--- src/hdl/sfs_pkg.sv ---
// Constants and types of the boot flash sequencer.
// Assumes a 100 MHz system clock; used by the shifter and the top level of the block.
package sfs_pkg;
    // Clock rates and timing
    localparam int SYS_CLK_KHZ   = 100000;
    localparam int SPI_MAX_KHZ   = 36000;
    localparam int SCLK_HALF_MIN = (SYS_CLK_KHZ + 2 * SPI_MAX_KHZ - 1) / (2 * SPI_MAX_KHZ);
    localparam int SYNC_MARGIN   = 1;
    localparam int CS_GAP_NS     = 200;
    localparam int CS_GAP_CYCLES = (CS_GAP_NS * (SYS_CLK_KHZ / 1000) + 999) / 1000;
    localparam int BYTE_BITS     = 8;

    // Flash opcodes
    localparam logic [7:0] OPC_FAST_READ    = 8'h0b;
    localparam logic [7:0] OPC_STATUS_READ  = 8'h05;
    localparam logic [7:0] OPC_STATUS_WRITE = 8'h01;
    localparam logic [7:0] OPC_WRITE_LATCH  = 8'h06;
    localparam logic [7:0] OPC_PAGE_PROG    = 8'h02;
    localparam logic [7:0] OPC_SECTOR_ERASE = 8'h20;
    localparam logic [7:0] OPC_CHIP_ERASE   = 8'hc7;
    localparam logic [7:0] PROTECT_CLEAR    = 8'h00;
    localparam logic [7:0] FILL_BYTE        = 8'h00;

    // Status byte fields
    localparam int BUSY_BIT  = 0;
    localparam int LATCH_BIT = 1;

    // Frame layout, counted in bytes
    localparam int ADDR_IDX_HI = 1;
    localparam int ADDR_IDX_MD = 2;
    localparam int ADDR_IDX_LO = 3;
    localparam int PROG_HDR    = 4;
    localparam int READ_HDR    = 5;
    localparam int STATUS_IDX  = 1;

    typedef enum logic [2:0] {
        SFS_OP_READ,
        SFS_OP_PROGRAM,
        SFS_OP_SECTOR_ERASE,
        SFS_OP_CHIP_ERASE,
        SFS_OP_PMIC
    } sfs_op_type;
endpackage : sfs_pkg

--- src/hdl/sfs_byte_if.sv ---
// Byte exchange carrier between the sequencer and the serial shifter.
// Assumes both ends run on the same system clock.
`timescale 1ns/1ps
`default_nettype none
interface sfs_byte_if;
    logic       start;
    logic [7:0] tx;
    logic       done;
    logic [7:0] rx;
    modport master  (output start, output tx, input done, input rx);
    modport shifter (input start, input tx, output done, output rx);
endinterface : sfs_byte_if
`default_nettype wire

--- src/hdl/sfs_fifo.sv ---
// Synchronous FIFO with valid/ready on both sides.
// Assumes one clock and a synchronous active-high reset.
`timescale 1ns/1ps
`default_nettype none
module sfs_fifo #(
    parameter int WIDTH = 8,
    parameter int DEPTH = 8
) (
    input  wire logic             sys_clk_i,
    input  wire logic             rst_i,
    input  wire logic             in_valid_i,
    output logic                  in_ready_o,
    input  wire logic [WIDTH-1:0] in_data_i,
    output logic                  out_valid_o,
    input  wire logic             out_ready_i,
    output logic      [WIDTH-1:0] out_data_o
);
    localparam int AW = (DEPTH > 1) ? $clog2(DEPTH) : 1;

    logic [WIDTH-1:0] mem [DEPTH];
    logic [AW-1:0]    wr_ptr;
    logic [AW-1:0]    rd_ptr;
    logic [AW:0]      count;
    logic             push;
    logic             pop;

    assign in_ready_o  = (count != (AW+1)'(DEPTH));
    assign out_valid_o = (count != '0);
    assign push        = in_valid_i && in_ready_o;
    assign pop         = out_ready_i && out_valid_o;
    assign out_data_o  = mem[rd_ptr];

    // Storage
    always_ff @(posedge sys_clk_i) begin
        if (push) begin
            mem[wr_ptr] <= in_data_i;
        end
    end

    // Pointers and fill level
    always_ff @(posedge sys_clk_i) begin
        if (rst_i) begin
            wr_ptr <= '0;
            rd_ptr <= '0;
            count  <= '0;
        end else begin
            if (push) begin
                wr_ptr <= (wr_ptr == AW'(DEPTH - 1)) ? '0 : wr_ptr + 1'b1;
            end
            if (pop) begin
                rd_ptr <= (rd_ptr == AW'(DEPTH - 1)) ? '0 : rd_ptr + 1'b1;
            end
            count <= count + (AW+1)'(push) - (AW+1)'(pop);
        end
    end
endmodule : sfs_fifo
`default_nettype wire

--- src/hdl/sfs_shifter.sv ---
// Mode 0 serial byte shifter, most significant bit first.
// Assumes the sequencer holds the select; the data input pin is asynchronous.
`timescale 1ns/1ps
`default_nettype none
module sfs_shifter #(
    parameter int HALF = sfs_pkg::SCLK_HALF_MIN + sfs_pkg::SYNC_MARGIN
) (
    input  wire logic   sys_clk_i,
    input  wire logic   rst_i,
    sfs_byte_if.shifter bus,
    output logic        serial_clk_out_o,
    output logic        serial_data_out_o,
    input  wire logic   serial_data_in_i
);
    localparam int CW = (HALF > 1) ? $clog2(HALF) : 1;

    logic          din_meta;
    logic          din_sync;
    logic          active;
    logic [CW-1:0] phase_cnt;
    logic [2:0]    bit_cnt;
    logic [7:0]    shreg;

    assign bus.rx = shreg;

    // Input synchroniser
    always_ff @(posedge sys_clk_i) begin
        if (rst_i) begin
            din_meta <= 1'b0;
            din_sync <= 1'b0;
        end else begin
            din_meta <= serial_data_in_i;
            din_sync <= din_meta;
        end
    end

    // Bit engine
    always_ff @(posedge sys_clk_i) begin
        if (rst_i) begin
            active            <= 1'b0;
            phase_cnt         <= '0;
            bit_cnt           <= '0;
            shreg             <= '0;
            serial_clk_out_o  <= 1'b0;
            serial_data_out_o <= 1'b0;
            bus.done          <= 1'b0;
        end else begin
            bus.done <= 1'b0;
            if (!active) begin
                if (bus.start) begin
                    active            <= 1'b1;
                    shreg             <= bus.tx;
                    serial_data_out_o <= bus.tx[7]; // RQ25
                    bit_cnt           <= 3'(sfs_pkg::BYTE_BITS - 1);
                    phase_cnt         <= CW'(HALF - 1);
                end
            end else if (phase_cnt != '0) begin
                phase_cnt <= phase_cnt - 1'b1;
            end else begin
                phase_cnt <= CW'(HALF - 1);
                if (!serial_clk_out_o) begin
                    serial_clk_out_o <= 1'b1;
                end else begin
                    serial_clk_out_o  <= 1'b0;
                    shreg             <= {shreg[6:0], din_sync};
                    serial_data_out_o <= shreg[6];
                    if (bit_cnt == '0) begin
                        active   <= 1'b0;
                        bus.done <= 1'b1;
                    end else begin
                        bit_cnt <= bit_cnt - 1'b1;
                    end
                end
            end
        end
    end
endmodule : sfs_shifter
`default_nettype wire

--- src/hdl/sfs_top.sv ---
// Boot flash sequencer: boot unprotect and fetch, then host flash commands.
// Assumes a mode 0 serial flash on select zero and a second target on select one.
//
// Behaviour
// RQ1 - Every boot assumes the flash is protected and always clears protection.
// RQ2 - Protection clearing starts with a write-latch request before any status write.
// RQ3 - After that request, status reads repeat until the write latch flag is set.
// RQ4 - Then one status write sends a single all-zero byte.
// RQ5 - Each program or erase is preceded by latch request and latch polling.
// RQ6 - Program or erase opcode goes out only after the latch flag was seen.
// RQ7 - The flash clears its latch itself after each program or erase.
// RQ8 - No identity read; protocol and clock rate are fixed.
// RQ9 - Fast read: 0x0b, three address bytes, one dummy, then streaming data.
// RQ10 - Latch request is the lone byte 0x06; status read is 0x05 plus one byte.
// RQ11 - Status write is 0x01 with exactly one status byte, never two.
// RQ12 - Page program: 0x02, three address bytes, then the data bytes.
// RQ13 - Sector erase is 0x20 plus three address bytes; chip erase is 0xc7 alone.
// RQ14 - Flash hold and write-protect inputs are tied high outside, never driven.
// RQ15 - During reset the clock, data out and flash select pins are released.
// RQ16 - The second target select stays driven during reset.
// RQ17 - The host may program and erase the flash through the command port.
// RQ18 - One shared clock and data bus serves flash and power chip, up to 36 MHz.
// RQ19 - Each select drives only its own target.
// RQ20 - The flash must offer 4 KB sector erase.
// RQ21 - Boot data is fetched only through select zero.
// RQ22 - Attention is high during boot initialisation, low after; commands wait for that.
// RQ23 - Status bit 0 reports busy, bit 1 reports the write latch.
// RQ24 - After program or erase, status reads repeat until busy clears.
// RQ25 - Select falls before the opcode, rises after the last byte; MSB first.
`timescale 1ns/1ps
`default_nettype none
module sfs_top #(
    parameter int          LEN_W      = 16,
    parameter int          FIFO_DEPTH = 8,
    parameter int          SCLK_HALF  = sfs_pkg::SCLK_HALF_MIN + sfs_pkg::SYNC_MARGIN,
    parameter logic [23:0] BOOT_ADDR  = 24'h000000,
    parameter int          BOOT_BYTES = 256
) (
    input  wire logic                 sys_clk_i,
    input  wire logic                 rst_i,
    input  wire logic                 cmd_valid_i,
    output logic                      cmd_ready_o,
    input  wire sfs_pkg::sfs_op_type  cmd_op_i,
    input  wire logic [23:0]          cmd_addr_i,
    input  wire logic [LEN_W-1:0]     cmd_len_i,
    input  wire logic [7:0]           wr_data_i,
    input  wire logic                 wr_valid_i,
    output logic                      wr_ready_o,
    output logic [7:0]                rd_data_o,
    output logic                      rd_valid_o,
    output logic                      rd_boot_o,
    output logic [7:0]                pmic_rx_o,
    output logic                      pmic_rx_valid_o,
    output logic [7:0]                status_o,
    output logic                      host_attn_o,
    output logic                      serial_clk_out_o,
    output logic                      serial_clk_out_oe_o,
    output logic                      serial_data_out_o,
    output logic                      serial_data_out_oe_o,
    output logic                      boot_flash_select_n_o,
    output logic                      boot_flash_select_n_oe_o,
    output logic                      second_target_select_n_o,
    input  wire logic                 serial_data_in_i
);
    typedef enum logic [3:0] {
        S_BOOT_LATCH,
        S_BOOT_POLL_LATCH,
        S_BOOT_UNPROTECT,
        S_BOOT_POLL_BUSY,
        S_BOOT_READ,
        S_IDLE,
        S_LATCH,
        S_POLL_LATCH,
        S_MODIFY,
        S_POLL_BUSY,
        S_READ,
        S_PMIC
    } sfs_state_type;

    localparam int IW = LEN_W + 1;
    localparam int GW = $clog2(sfs_pkg::CS_GAP_CYCLES + 1);

    sfs_byte_if          bus ();
    sfs_state_type       state;
    sfs_pkg::sfs_op_type op;
    logic [23:0]         addr;
    logic [LEN_W-1:0]    len;
    logic                in_frame;
    logic                want;
    logic                frame_done;
    logic [GW-1:0]       gap_cnt;
    logic [IW-1:0]       idx;
    logic [IW-1:0]       last_idx;
    logic [7:0]          tx_byte;
    logic                pin_oe;
    logic                prog_data;
    logic                can_send;
    logic                needs_frame;
    logic                is_poll;
    logic                is_read;
    logic                fifo_valid;
    logic [7:0]          fifo_data;
    logic                fifo_pop;

    sfs_shifter #(
        .HALF(SCLK_HALF)
    ) u_shifter (
        .sys_clk_i         (sys_clk_i),
        .rst_i             (rst_i),
        .bus               (bus.shifter),
        .serial_clk_out_o  (serial_clk_out_o),
        .serial_data_out_o (serial_data_out_o),
        .serial_data_in_i  (serial_data_in_i)
    );

    sfs_fifo #(
        .WIDTH(8),
        .DEPTH(FIFO_DEPTH)
    ) u_fifo (
        .sys_clk_i   (sys_clk_i),
        .rst_i       (rst_i),
        .in_valid_i  (wr_valid_i),
        .in_ready_o  (wr_ready_o),
        .in_data_i   (wr_data_i),
        .out_valid_o (fifo_valid),
        .out_ready_i (fifo_pop),
        .out_data_o  (fifo_data)
    );

    assign cmd_ready_o = (state == S_IDLE) && !host_attn_o; // RQ22
    assign is_poll     = (state == S_BOOT_POLL_LATCH) || (state == S_BOOT_POLL_BUSY) ||
                         (state == S_POLL_LATCH) || (state == S_POLL_BUSY);
    assign is_read     = (state == S_BOOT_READ) || (state == S_READ);
    assign needs_frame = (state != S_IDLE);
    assign prog_data   = (state == S_MODIFY) && (op == sfs_pkg::SFS_OP_PROGRAM) &&
                         (idx >= IW'(sfs_pkg::PROG_HDR));
    assign can_send    = !prog_data || fifo_valid;
    assign fifo_pop    = bus.start && prog_data;
    assign bus.tx      = tx_byte;

    // Pin drivers released while reset holds
    assign serial_clk_out_oe_o      = pin_oe; // RQ15
    assign serial_data_out_oe_o     = pin_oe; // RQ15
    assign boot_flash_select_n_oe_o = pin_oe; // RQ15

    always_ff @(posedge sys_clk_i) begin
        if (rst_i) begin
            pin_oe <= 1'b0;
        end else begin
            pin_oe <= 1'b1;
        end
    end

    // Index of the last byte of the current frame
    always_comb begin
        last_idx = '0;
        case (state)
            S_BOOT_POLL_LATCH, S_BOOT_POLL_BUSY,
            S_POLL_LATCH, S_POLL_BUSY: last_idx = IW'(sfs_pkg::STATUS_IDX); // RQ10
            S_BOOT_UNPROTECT:          last_idx = IW'(sfs_pkg::STATUS_IDX); // RQ11
            S_BOOT_READ:               last_idx = IW'(sfs_pkg::READ_HDR + BOOT_BYTES - 1);
            S_READ:                    last_idx = IW'(sfs_pkg::READ_HDR - 1) + IW'(len);
            S_MODIFY: begin
                case (op)
                    sfs_pkg::SFS_OP_PROGRAM:      last_idx = IW'(sfs_pkg::PROG_HDR - 1) + IW'(len);
                    sfs_pkg::SFS_OP_SECTOR_ERASE: last_idx = IW'(sfs_pkg::ADDR_IDX_LO); // RQ13
                    default:                      last_idx = '0;
                endcase
            end
            default:                   last_idx = '0;
        endcase
    end

    // Byte to send at the current index
    always_comb begin
        logic [7:0] opc;
        logic [23:0] a;
        opc = sfs_pkg::FILL_BYTE;
        a   = (state == S_BOOT_READ) ? BOOT_ADDR : addr; // RQ21
        case (state)
            S_BOOT_LATCH, S_LATCH:      opc = sfs_pkg::OPC_WRITE_LATCH; // RQ2 RQ5 RQ10
            S_BOOT_POLL_LATCH, S_BOOT_POLL_BUSY,
            S_POLL_LATCH, S_POLL_BUSY:  opc = sfs_pkg::OPC_STATUS_READ; // RQ10
            S_BOOT_UNPROTECT:           opc = sfs_pkg::OPC_STATUS_WRITE; // RQ11
            S_BOOT_READ, S_READ:        opc = sfs_pkg::OPC_FAST_READ; // RQ9
            S_PMIC:                     opc = addr[7:0];
            S_MODIFY: begin
                case (op)
                    sfs_pkg::SFS_OP_PROGRAM:      opc = sfs_pkg::OPC_PAGE_PROG; // RQ12
                    sfs_pkg::SFS_OP_SECTOR_ERASE: opc = sfs_pkg::OPC_SECTOR_ERASE; // RQ13
                    default:                      opc = sfs_pkg::OPC_CHIP_ERASE; // RQ13
                endcase
            end
            default:                    opc = sfs_pkg::FILL_BYTE;
        endcase
        if (idx == '0) begin
            tx_byte = opc;
        end else if (state == S_BOOT_UNPROTECT) begin
            tx_byte = sfs_pkg::PROTECT_CLEAR; // RQ4
        end else if (is_poll) begin
            tx_byte = sfs_pkg::FILL_BYTE;
        end else if (idx == IW'(sfs_pkg::ADDR_IDX_HI)) begin
            tx_byte = a[23:16];
        end else if (idx == IW'(sfs_pkg::ADDR_IDX_MD)) begin
            tx_byte = a[15:8];
        end else if (idx == IW'(sfs_pkg::ADDR_IDX_LO)) begin
            tx_byte = a[7:0];
        end else if (prog_data) begin
            tx_byte = fifo_data; // RQ12
        end else begin
            tx_byte = sfs_pkg::FILL_BYTE; // RQ9
        end
    end

    // Frame engine: select, byte launches, deselect gap
    always_ff @(posedge sys_clk_i) begin
        if (rst_i) begin
            in_frame                 <= 1'b0;
            want                     <= 1'b0;
            frame_done               <= 1'b0;
            gap_cnt                  <= GW'(sfs_pkg::CS_GAP_CYCLES);
            idx                      <= '0;
            bus.start                <= 1'b0;
            boot_flash_select_n_o    <= 1'b1;
            second_target_select_n_o <= 1'b1; // RQ16
        end else begin
            frame_done <= 1'b0;
            bus.start  <= 1'b0;
            if (!in_frame) begin
                if (gap_cnt != '0) begin
                    gap_cnt <= gap_cnt - 1'b1;
                end else if (needs_frame && !frame_done) begin
                    in_frame                 <= 1'b1;
                    want                     <= 1'b1;
                    idx                      <= '0;
                    boot_flash_select_n_o    <= (state == S_PMIC); // RQ19 RQ25
                    second_target_select_n_o <= (state != S_PMIC); // RQ19 RQ25
                end
            end else if (want && can_send) begin
                want      <= 1'b0;
                bus.start <= 1'b1; // RQ18
            end else if (bus.done) begin
                if (idx == last_idx) begin
                    in_frame                 <= 1'b0;
                    frame_done               <= 1'b1;
                    gap_cnt                  <= GW'(sfs_pkg::CS_GAP_CYCLES);
                    boot_flash_select_n_o    <= 1'b1; // RQ25
                    second_target_select_n_o <= 1'b1; // RQ25
                end else begin
                    idx  <= idx + 1'b1;
                    want <= 1'b1;
                end
            end
        end
    end

    // Received bytes: status, read stream, second target answer
    always_ff @(posedge sys_clk_i) begin
        if (rst_i) begin
            status_o        <= '0;
            rd_data_o       <= '0;
            rd_valid_o      <= 1'b0;
            rd_boot_o       <= 1'b0;
            pmic_rx_o       <= '0;
            pmic_rx_valid_o <= 1'b0;
        end else begin
            rd_valid_o      <= 1'b0;
            pmic_rx_valid_o <= 1'b0;
            if (bus.done && in_frame) begin
                if (is_poll && idx == IW'(sfs_pkg::STATUS_IDX)) begin
                    status_o <= bus.rx; // RQ23
                end
                if (is_read && idx >= IW'(sfs_pkg::READ_HDR)) begin
                    rd_data_o  <= bus.rx; // RQ9
                    rd_valid_o <= 1'b1;
                    rd_boot_o  <= (state == S_BOOT_READ);
                end
                if (state == S_PMIC) begin
                    pmic_rx_o       <= bus.rx;
                    pmic_rx_valid_o <= 1'b1;
                end
            end
        end
    end

    // Command latch
    always_ff @(posedge sys_clk_i) begin
        if (rst_i) begin
            op   <= sfs_pkg::SFS_OP_READ;
            addr <= '0;
            len  <= '0;
        end else if (cmd_valid_i && cmd_ready_o) begin
            op   <= cmd_op_i;
            addr <= cmd_addr_i;
            len  <= cmd_len_i;
        end
    end

    // Attention to host during boot initialisation
    always_ff @(posedge sys_clk_i) begin
        if (rst_i) begin
            host_attn_o <= 1'b1;
        end else if (state == S_BOOT_READ && frame_done) begin
            host_attn_o <= 1'b0; // RQ22
        end
    end

    // Sequence control; no identity read anywhere
    always_ff @(posedge sys_clk_i) begin
        if (rst_i) begin
            state <= S_BOOT_LATCH; // RQ1 RQ8
        end else begin
            case (state)
                S_BOOT_LATCH: begin
                    if (frame_done) begin
                        state <= S_BOOT_POLL_LATCH; // RQ2
                    end
                end
                S_BOOT_POLL_LATCH: begin
                    if (frame_done && status_o[sfs_pkg::LATCH_BIT]) begin
                        state <= S_BOOT_UNPROTECT; // RQ3
                    end
                end
                S_BOOT_UNPROTECT: begin
                    if (frame_done) begin
                        state <= S_BOOT_POLL_BUSY;
                    end
                end
                S_BOOT_POLL_BUSY: begin
                    if (frame_done && !status_o[sfs_pkg::BUSY_BIT]) begin
                        state <= S_BOOT_READ; // RQ24
                    end
                end
                S_BOOT_READ: begin
                    if (frame_done) begin
                        state <= S_IDLE;
                    end
                end
                S_IDLE: begin
                    if (cmd_valid_i && cmd_ready_o) begin
                        case (cmd_op_i)
                            sfs_pkg::SFS_OP_READ: state <= S_READ;
                            sfs_pkg::SFS_OP_PMIC: state <= S_PMIC;
                            default:              state <= S_LATCH; // RQ5 RQ17
                        endcase
                    end
                end
                S_LATCH: begin
                    if (frame_done) begin
                        state <= S_POLL_LATCH; // RQ5 RQ7
                    end
                end
                S_POLL_LATCH: begin
                    if (frame_done && status_o[sfs_pkg::LATCH_BIT]) begin
                        state <= S_MODIFY; // RQ6
                    end
                end
                S_MODIFY: begin
                    if (frame_done) begin
                        state <= S_POLL_BUSY;
                    end
                end
                S_POLL_BUSY: begin
                    if (frame_done && !status_o[sfs_pkg::BUSY_BIT]) begin
                        state <= S_IDLE; // RQ24
                    end
                end
                S_READ, S_PMIC: begin
                    if (frame_done) begin
                        state <= S_IDLE;
                    end
                end
                default: state <= S_IDLE;
            endcase
        end
    end
endmodule : sfs_top
`default_nettype wire

--- config.mk ---
export PLATFORM = sky130hd
export DESIGN_NAME = sfs_top
export DESIGN_NICKNAME = d
export VERILOG_FILES = /design/src/hdl/sfs_pkg.sv /design/src/hdl/sfs_byte_if.sv /design/src/hdl/sfs_fifo.sv /design/src/hdl/sfs_shifter.sv /design/src/hdl/sfs_top.sv
export SDC_FILE = /design/constraint.sdc
export NUM_CORES = 1
export LEC_CHECK = 0
export ABC_AREA = 1
export BUFFER_PORTS_ARGS = -buffer_cell sky130_fd_sc_hd__buf_4
export CAP_MARGIN = 20
export CORE_MARGIN = 2
export CORE_UTILIZATION = 43
export CTS_CLUSTER_DIAMETER = 60
export DETAILED_ROUTE_END_ITERATION = 8
export SETUP_SLACK_MARGIN = 0.15
export SLEW_MARGIN = 20
export SYNTH_ARGS = -nofsm -noshare
export SYNTH_HDL_FRONTEND = slang
export SYNTH_SLANG_ARGS = --single-unit
--- constraint.sdc ---
create_clock -name sys_clk_i -period 4.5 [get_ports sys_clk_i]
set_clock_uncertainty 0.2 [all_clocks]
set_input_delay 0.9 -clock sys_clk_i [delete_from_list [all_inputs] [get_ports sys_clk_i]]
set_output_delay 0.9 -clock sys_clk_i [all_outputs]
set_load 0.05 [all_outputs]
After elaboration in Yosys (flattened, before gate mapping). Memory sizes are Yosys's and may differ from the RTL's. A register that Yosys moved wholly into a read port is not among the register bits. Cells that the tools add are included.

Flip-flop bits (word level): 133. Latch bits: 0. Memory bits (writable): 64. Memory bits (read-only): 0. Input port bits: 56. Memories: 1.

Add/sub/neg operators: 10. Multiply operators: 0. Divide/modulo/power cells: 0. Magnitude comparators: 2. Equality and inequality tests: 43. Shifts and indexed selects: 0. Mux-type cells: 90. Bitwise operators: 6. Reductions and logical operators: 54.

Memory list: u_fifo.mem (words 8, bits a word 8, rd ports 1, clocked after memory_dff 1, wr ports 1, RTL line sfs_fifo.sv:20) `logic [WIDTH-1:0] mem [DEPTH];`.

Operators by type and width (count): 17-bit 2-to-1 mux (6); 8-bit 2-to-1 mux (11); 17-bit case mux with 4 select lines (1); 8-bit case mux with 6 select lines (1); 4-bit 2-to-1 mux (10); 4-bit case mux with 10 select lines (1); 1-bit 2-to-1 mux (39); 17-bit by 2-bit equality test with 1-bit output, second input constant (2); 17-bit by 3-bit greater-or-equal comparator with 1-bit output, second input constant (2); 17-bit case mux with 2 select lines (1); 3-bit 2-to-1 mux (9); 5-bit 2-to-1 mux (5); 24-bit 2-to-1 mux (1); 2-bit by 1-bit inequality test with 1-bit output, second input constant (9); 2-bit inequality test, second input constant (9); 17-bit by 1-bit adder with 17-bit output, second input constant (1); 2-bit by 16-bit adder with 17-bit output, first input constant (1); 3-bit by 16-bit adder with 17-bit output, first input constant (1); 17-bit by 1-bit equality test with 1-bit output, second input constant (1); 17-bit equality test (1); 17-bit zero test (1); 4-bit by 3-bit equality test with 1-bit output, second input constant (4); 4-bit equality test, second input constant (4); 8-bit case mux with 2 select lines (1); other kinds (35) (83).

Depth between registers and ports, before layout. Gate-level depths: netlist of the first run.

Word-level depth: 12. Depth in mapped cells: 20. Depth with buffers taken out: 20.

By module. Synthesis of the first run repeated with hierarchy kept, for this count alone.

Cell total of the unflattened synthesis: 1458. Area, all modules: 10641.5 µm².

Modules (own cells, without submodules): sfs_top (times used 1, cells each 970, area an instance 6199.7 µm², sequential area each 2082.0 µm²); sfs_fifo (times used 1, cells each 369, area an instance 3559.7 µm², sequential area each 2182.1 µm²); sfs_shifter (times used 1, cells each 119, area an instance 882.1 µm², sequential area each 360.3 µm²).

Least setup slack after synthesis of the first run. No wires, ideal clock.

Kind: reg-to-reg. From: reg state[0]. To: reg addr[22]. Setup time: 0.128 ns. Arrival time: 2.426 ns. Setup slack: 1.746 ns. Stages on the path, launching flop included: 12. Buffers on the path: 2. Period minus slack after synthesis: 2.754 ns. Cells stage by stage: dfxtp_1 > inv_1 > nor2_2 > inv_1 > nor2_1 > inv_1 > nor2_1 > nand2_1 > clkbuf_1 > clkbuf_1 > o21ai_0 > a21oi_1.

Cells in the longest elaborated chain, start to end: 3.

RTL lines: start, declared (RTL line sfs_top.sv:84) `sfs_state_type state;`; start signal, assigned (RTL line sfs_top.sv:311) `state <= S_BOOT_LATCH;`; start signal, assigned (RTL line sfs_top.sv:316) `state <= S_BOOT_POLL_LATCH;`; start signal, assigned (RTL line sfs_top.sv:321) `state <= S_BOOT_UNPROTECT;`; 4-bit by 3-bit equality test with 1-bit output (RTL line sfs_top.sv:130) `assign cmd_ready_o = (state == S_IDLE) && !host_attn_o;`; 1-bit logical AND (RTL line sfs_top.sv:130); via cmd_ready_o (RTL line sfs_top.sv:42) `output logic cmd_ready_o,`; 1-bit logical AND (RTL line sfs_top.sv:292) `end else if (cmd_valid_i && cmd_ready_o) begin`; end signal, assigned (RTL line sfs_top.sv:294) `addr <= cmd_addr_i;`; end, declared (RTL line sfs_top.sv:86) `logic [23:0] addr;`.

The timed path passes the listed nets, and every way through them passes these cells. A chain may end at the register's enable or synchronous reset.

Worst setup path after layout of the first run.
From: reg state[3]. To: reg u_fifo.count[2].

Cells in the longest elaborated chain, start to end: 6.

RTL lines: 4-bit equality test (RTL line sfs_top.sv:135) `assign prog_data = (state == S_MODIFY) && (op == sfs_pkg::SFS_OP_PROGRAM) &&`; 1-bit logical AND (2 in a row) (RTL line sfs_top.sv:135); 1-bit logical AND (RTL line sfs_top.sv:138) `assign fifo_pop = bus.start && prog_data;`; 1-bit logical AND (RTL line sfs_fifo.sv:30) `assign pop = out_ready_i && out_valid_o;`; 4-bit by 1-bit subtractor with 4-bit output (RTL line sfs_fifo.sv:53) `count <= count + (AW+1)'(push) - (AW+1)'(pop);`; end signal, assigned (RTL line sfs_fifo.sv:53); end, declared (RTL line sfs_fifo.sv:23) `logic [AW:0] count;`.

No other way between the ends.

==> flow_summary.yaml, run 1 <==
hold_path:
  hp-class: "reg2reg"
  holdCritStartpoint: "u_shifter.din_meta$_SDFF_PP0_"
cells_and_area:
  layout-drive-gt1-share: 0.117
  areaGrowthSynthToFinish_pct: 15.5
  final_common_cell: "nand2_1"
  final_nets: 1490
  final_cell_mix: "nand2_1 (274), nor2_1 (182), dfxtp_1 (135)"
  antennaDiodeCount: 0
worst_setup_path:
  worst-path-max-fanout: 15
  critical_path.endpoint_type: "flip-flop"
  crit_chain: "inv_2 > nor2_4 > nand2_2 > nor2_4 > nand2_1 > nor3_1 > ha_1 > inv_1 > ha_1 > inv_1 > fa_1 > xor2_1 > nor2_1"
  slowest_stage: "nor3_1"
  cp-start-kind: "flip-flop"
  cp-startpoint: "state[3]$_SDFFE_PP0P_"
  cp.buffers_inverters: 3
  critPathArrivalTime_ns: 3.38
  cp_data_required_time_ns: 4.61
  max_stage_delay_ns: 0.55
  critPathTopFamily: "simple AND/OR/NAND/NOR gates"
  critPathKind: "reg2reg"
  rr_startpoint: "state[3]$_SDFFE_PP0P_"
timing:
  setup_ws_ns: 1.24
  setup_tns_ns: 0
  setup_viol: 0
  fin_crit_ns: 3.26
  worst_pin_slew_ns: 1.02
  rsz0062_at_grt: "no"
  slew_headroom: 0.319
  fmax_mhz: 306
  hold_viol_final: 0
  slew_violations: 0
  timing.final.crit_share: 0.725
die:
  ios: 93
  die_area_um2: 24700
  coreArea_um2: 23300
  die_w_um: 157
  start_util: 0.434
  fp.dieH_um: 157
  row_count: 56
clock_network:
  post_cts.repair.setup_buffers: 0
  cts.sinks: 199
  numCtsBuffers: 17
  cts_tree: "done"
  post_cts_resized: 0
  clk_latency_ns: 0.45
  root_buffer: "clkbuf_16"
  cts.path.max_buffers: 2
  postCtsHoldBufs: 0
  h-tree-depth: 4
  clk_pin_slew_worst_paths_ns: 0.09
placed_design:
  place.port_buffers: 92
  place_hpwl_um: 19700
  pre_cts_ws_ns: 1.29
  finalWeightedCongestion: 0.905
routing:
  drc: 0
  wire_per_inst_um: 15.9
  ant_nets: 0
  dr.first_iter.drc_count: 584
  first_pass_iters: 5
  postRouteWirelength_um: 27700
  drt-vias-per-instance: 5.26
  via_count: 9160
run:
  drv_cap: 0
power:
  ir_drop_mv: 0.285
  p_leak_uw: 0.00461
  powerDensity_nw_per_um2: 351
global_routing:
  track_usage: 0.229
  grt_pass1_wl_um: 44300
  grt_start_max_net_pins: 68
  antenna_found_initial: 0
  grt_pass1_vias: 8584
  overflow: 0
logic_synthesis:
  ys_seq_area_frac: 0.458
  postSynthAreaPerCell_um2: 7.47
  synth_cell_type_count: 43
  synth_top_family_by_area: "simple AND/OR/NAND/NOR gates"
  ys.warnings.count: 0
  syn_area_um2: 10100
  ys_seq_elements: 199
  synth_compound_area_frac: 0.153
  synth_edf_count: 64
  syn_inst: 1351
  synthAdderAreaFrac: 0.0293
  yosysTopAreaCell: "dfxtp_1"
  async_flop_share: 0
  synth_ff_type: "dfxtp_1"
  yosys.area.top_type_share: 0.268
  synth_mux_area_frac: 0
  synth-xor-area-share: 0.0139
  syn-num-nets: 1430
  yosys-top-cells-area: "dfxtp_1 (27%), edfxtp_1 (19%), nand2_1 (10%), nor2_1 (6.8%), o21ai_0 (6.4%)"
  yosys.area_share.simple: 0.272
outcome:
  status: "complete, no violations"
[routing by layer]
metal  track usage  part of all wire
met1         0.287              0.44
met2         0.403              0.50
met3        0.0333             0.041
met4        0.0810             0.026
met5             0                 0
[power breakdown]
| part | switching, uW | leakage (uW) | internal (uW) |
|---|---|---|---|
| combinational | 312 | 0.00263 | 164 |
| clock | 860 | 0.000312 | 790 |
| sequential | 35.7 | 0.00167 | 1930 |
| total | 1210 | 0.00461 | 2880 |
[cell type report]
| type | instances | area, um^2 |
|---|---|---|
| clock buffers | 17 | 425 |
| clock inverters | 15 | 224 |
| fillers | 2299 | 11600 |
| inverters | 130 | 488 |
| multi-input cells | 962 | 4720 |
| flip-flops and latches | 199 | 4620 |
| well taps | 319 | 399 |
| repair buffers | 101 | 771 |
[final timing paths]
path / to / slack, ns / cells past startpoint
worst max-delay path: u_fifo.count[2]$_SDFF_PP0_ / 1.24 / 13
worst min-delay path: u_shifter.din_sync$_SDFF_PP0_ / 0.22 / 2
worst max register to register: u_fifo.count[2]$_SDFF_PP0_ / 1.24 / 13
worst min register to register: u_shifter.din_sync$_SDFF_PP0_ / 0.22 / 2
[logic make-up (layout without fill, tap and decap cells)]
logic type | count (synthesis) | in the layout
AOI/OAI and AO/OA | 287 | 287
xor gates and xnor gates | 16 | 16
adders and majority gates | 23 | 23
buffers and inverters | 190 | 263
DFF | 199 | 199
and+or+nand+nor | 636 | 636
[state kept, by name, summed over array words and instances, names as in the netlist, 4 cells and up, named ones only]
| register | flops |
|---|---|
| u_shifter.bus.rx | 8 |
| idx | 17 |
| rd_data_o | 8 |
| addr | 24 |
| gap_cnt | 5 |
| status_o | 8 |
| state | 4 |
| u_fifo.count | 4 |
| u_fifo.mem | 64 |
| pmic_rx_o | 8 |
| len | 16 |
[synth_stat cells, drive strengths merged, types with 3 or more instances]
cell,n
o21ai,135
edfxtp,64
nand4,36
buf,13
a21oi,110
o211ai,10
xor2,15
nor3,14
o221ai,4
nand3,104
nand2,278
clkbuf,47
nor2,196
o22ai,6
a31oi,7
or2,4
ha,22
a211oi,3
dfxtp,135
inv,130
[per-stage QoR]
step / instance area, um^2 / power (uW) / instances / util / hold WS (ns)
6_report: 11700 / 4090 / 1743 / 0.501 / 0.224
5_1_grt: 11700 / 4260 / 1743 / 0.501 / 0.257
4_1_cts: 11700 / 4130 / 1743 / 0.501 / 0.229
3_5_place_dp: 11000 / 2480 / 1711 / 0.473 / 0.199
3_3_place_gp: 11000 / 2470 / 1711 / 0.473 / 0.195
2_1_floorplan: 10100 / 2330 / 1351 / - / 0.188
[tightest hold or removal path, cell delays in order (launching register included)]
cell	delay (ns)
dfxtp_1	0.31
inv_1	0.04
nor2_1	0.03
Power figures use the tool's default switching activity.
==> run 2, diff against run 1 <==
--- a/config.mk
+++ b/config.mk
@@ -5,7 +5,7 @@
 export SDC_FILE = /design/constraint.sdc
 export NUM_CORES = 1
 export LEC_CHECK = 0
-export ABC_AREA = 1
+export ABC_AREA = 0
 export BUFFER_PORTS_ARGS = -buffer_cell sky130_fd_sc_hd__buf_4
 export CAP_MARGIN = 20
 export CORE_MARGIN = 2
==> constraint.sdc (replaced) <==
create_clock -name sys_clk_i -period 2.7 [get_ports sys_clk_i]
set_clock_uncertainty 0.2 [all_clocks]
set_input_delay 0.54 -clock sys_clk_i [delete_from_list [all_inputs] [get_ports sys_clk_i]]
set_output_delay 0.54 -clock sys_clk_i [all_outputs]
set_load 0.05 [all_outputs]
==> run 2 against run 1 <==
  * The run now ends with setup timing left
  * Combinational power rose by 26%
  * Synthesized area fell by 4.3%
  * Clock power rose by 64%
  * Power rose by 60%
  * Sequential cell count did not move
  * Non-clock buffer count rose by 166
  * Routed wire length fell by 4.5%
  * Fmax fell by 2.7%
  * Clock-buffer cell count did not move
  * Sequential power rose by 65%
  * Die area fell by 4.2%
  * Critical path type unchanged
==> flow_summary.yaml, run 2 <==
routing:
  ant_nets: 0
  drc: 0
  first_pass_iters: 5
  dr.first_iter.drc_count: 405
  drt-vias-per-instance: 5.45
  via_count: 8424
  wire_per_inst_um: 17.1
  postRouteWirelength_um: 26500
logic_synthesis:
  async_flop_share: 0
  synth_cell_type_count: 78
  yosys-top-cells-area: "dfxtp_1 (28%), edfxtp_1 (20%), nand2_1 (7.1%), a21oi_1 (5.0%), mux2i_1 (4.5%)"
  syn_inst: 1030
  yosysTopAreaCell: "dfxtp_1"
  ys_seq_area_frac: 0.479
  synth_edf_count: 64
  synth_ff_type: "dfxtp_1"
  syn_area_um2: 9660
  postSynthAreaPerCell_um2: 9.38
  yosysMostFrequentCell: "nand2_1"
  yosys.area.top_type_share: 0.280
  syn-num-nets: 1109
  synthTopCellsByCount: "nand2_1 (184), dfxtp_1 (135), a21oi_1 (96)"
  ys.warnings.count: 0
  ys_seq_elements: 199
global_routing:
  overflow: 0
  grt_pass1_wl_um: 42600
  grt_pass1_vias: 8323
  track_usage: 0.226
  antenna_found_initial: 0
  grt_start_max_net_pins: 44
cells_and_area:
  biggestRegsByFlops: "u_fifo.mem x64, addr x24, idx x17"
  final_core_util: 0.594
  final_common_cell: "buf_4"
  regMostFlops: "u_fifo.mem"
  largest_reg_flops: 64
  layout-drive-gt1-share: 0.338
  areaGrowthSynthToFinish_pct: 34.9
  multiInputGateArea_um2: 5200
  fill_cells: 1895
  final_nets: 1333
  regArea_um2: 4640
  final_cell_area_um2: 13000
  antennaDiodeCount: 0
  final_cell_mix: "buf_4 (252), nand2_1 (178), dfxtp_1 (128)"
  final_cells: 1547
timing:
  slew_headroom: 0.595
  setup_tns_ns: -13.56
  hold_viol_final: 0
  timing.final.crit_share: 1.24
  worst_pin_slew_ns: 0.605
  slew_violations: 0
  fin_crit_ns: 3.35
  fmax_mhz: 298
  setup_viol: 29
  rsz0062_at_grt: "yes"
  setup_ws_ns: -0.654
worst_setup_path:
  worst-path-max-fanout: 6
  cp_data_required_time_ns: 2.89
  critPathKind: "reg2reg"
  reg2regPathDepth: 12
  critical_path.endpoint_type: "flip-flop"
  cp-start-kind: "flip-flop"
  critPathArrivalTime_ns: 3.55
  rr_startpoint: "state[0]$_SDFFE_PP0P_"
  cp-startpoint: "state[0]$_SDFFE_PP0P_"
clock_network:
  cts.sinks: 199
  clk_latency_ns: 0.45
  h-tree-depth: 4
  numCtsBuffers: 17
  clk_pin_slew_worst_paths_ns: 0.08
  root_buffer: "clkbuf_16"
  cts_tree: "done"
  cts.path.max_buffers: 2
  postCtsHoldBufs: 0
placed_design:
  pre_cts_ws_ns: -0.711
  dp.cells: 1496
  place_hpwl_um: 19000
  place.port_buffers: 92
  finalWeightedCongestion: 0.921
  placed_area_um2: 11800
die:
  ios: 93
  row_count: 54
  die_w_um: 154
  fp.dieH_um: 154
  coreArea_um2: 22000
  start_util: 0.440
  die_area_um2: 23700
run:
  drv_cap: 0
power:
  powerDensity_nw_per_um2: 501
  ir_drop_mv: 0.366
  p_leak_uw: 0.00505
hold_path:
  hp-class: "in2reg"
  holdCritStartpoint: "serial_data_in_i"
  hold_depth: 2
outcome:
  status: "finished, violations left"
  violations: "setup timing"
## run 2: routing by layer
layer  part of all wire  vias to the layer above  routed length [um]  global-route usage
met5                  0                        -                   0                   0
met4              0.036                        0                 952               0.105
met3              0.033                       62                 875              0.0395
met2               0.51                      159               13600               0.392
met1               0.42                     4044               11100               0.274
li1                   -                     4159                   -                   -
## run 2: metrics by stage
stage / hold slack (ns) / power, uW
final: 0.111 / 6530
after global routing: 0.105 / 6760
after CTS: 0.106 / 6560
after detailed placement: 0.233 / 3850
after global placement: 0.231 / 3830
after floorplan: 0.214 / 3650
## run 2: worst paths after layout
path | end | slack [ns]
hold / removal | u_shifter.din_meta$_SDFF_PP0_ | 0.11
setup reg to reg | idx[4]$_SDFFE_PP0P_ | -0.65
hold reg to reg | u_shifter.din_sync$_SDFF_PP0_ | 0.26
setup / recovery | idx[4]$_SDFFE_PP0P_ | -0.65
## run 2: layout make-up
cell class	instances	area share
clock buffer	17	0.0326
clock inverter	15	0.0160
inverter	32	0.00921
multi-input combinational	737	0.399
sequential	199	0.356
tap	280	0.0269
timing repair buffer	267	0.161
## run 2: power by group
| part | total, uW | switching [uW] | internal (uW) |
|---|---|---|---|
| Clock | 2700 | 1400 | 1310 |
| Combinational | 598 | 323 | 275 |
| Sequential | 3230 | 55.9 | 3180 |
| Total | 6530 | 1780 | 4760 |
## run 2: logic make-up after synthesis
| kind of cell | count (synthesis) | share of synthesized area |
|---|---|---|
| buf+inv | 95 | 0.0396 |
| simple gates | 412 | 0.205 |
| compound gates | 225 | 0.149 |
| xor+xnor | 16 | 0.0145 |
| mux | 60 | 0.0830 |
| flops | 199 | 0.479 |
| fa+ha+maj | 23 | 0.0306 |
## run 2: critical path: stages (launching register included)
cell and delay (ns):
dfxtp_4 0.36, or4b_4 0.54, buf_8 0.16, buf_6 0.12, o21a_4 0.20, o211ai_1 0.20
a22oi_1 0.12, o211ai_1 0.28, nor4_4 0.08, buf_6 0.14, a221o_2 0.41, or4_1 0.42
nand2_1 0.07
## run 2: repair_timing
item | in CTS | in global routing
cloned | 1 | 0
pin swaps | 26 | 22
gates resized for setup | 35 | 50
endpoints found under the setup margin | 38 | 49
buffers inserted | 10 | 8
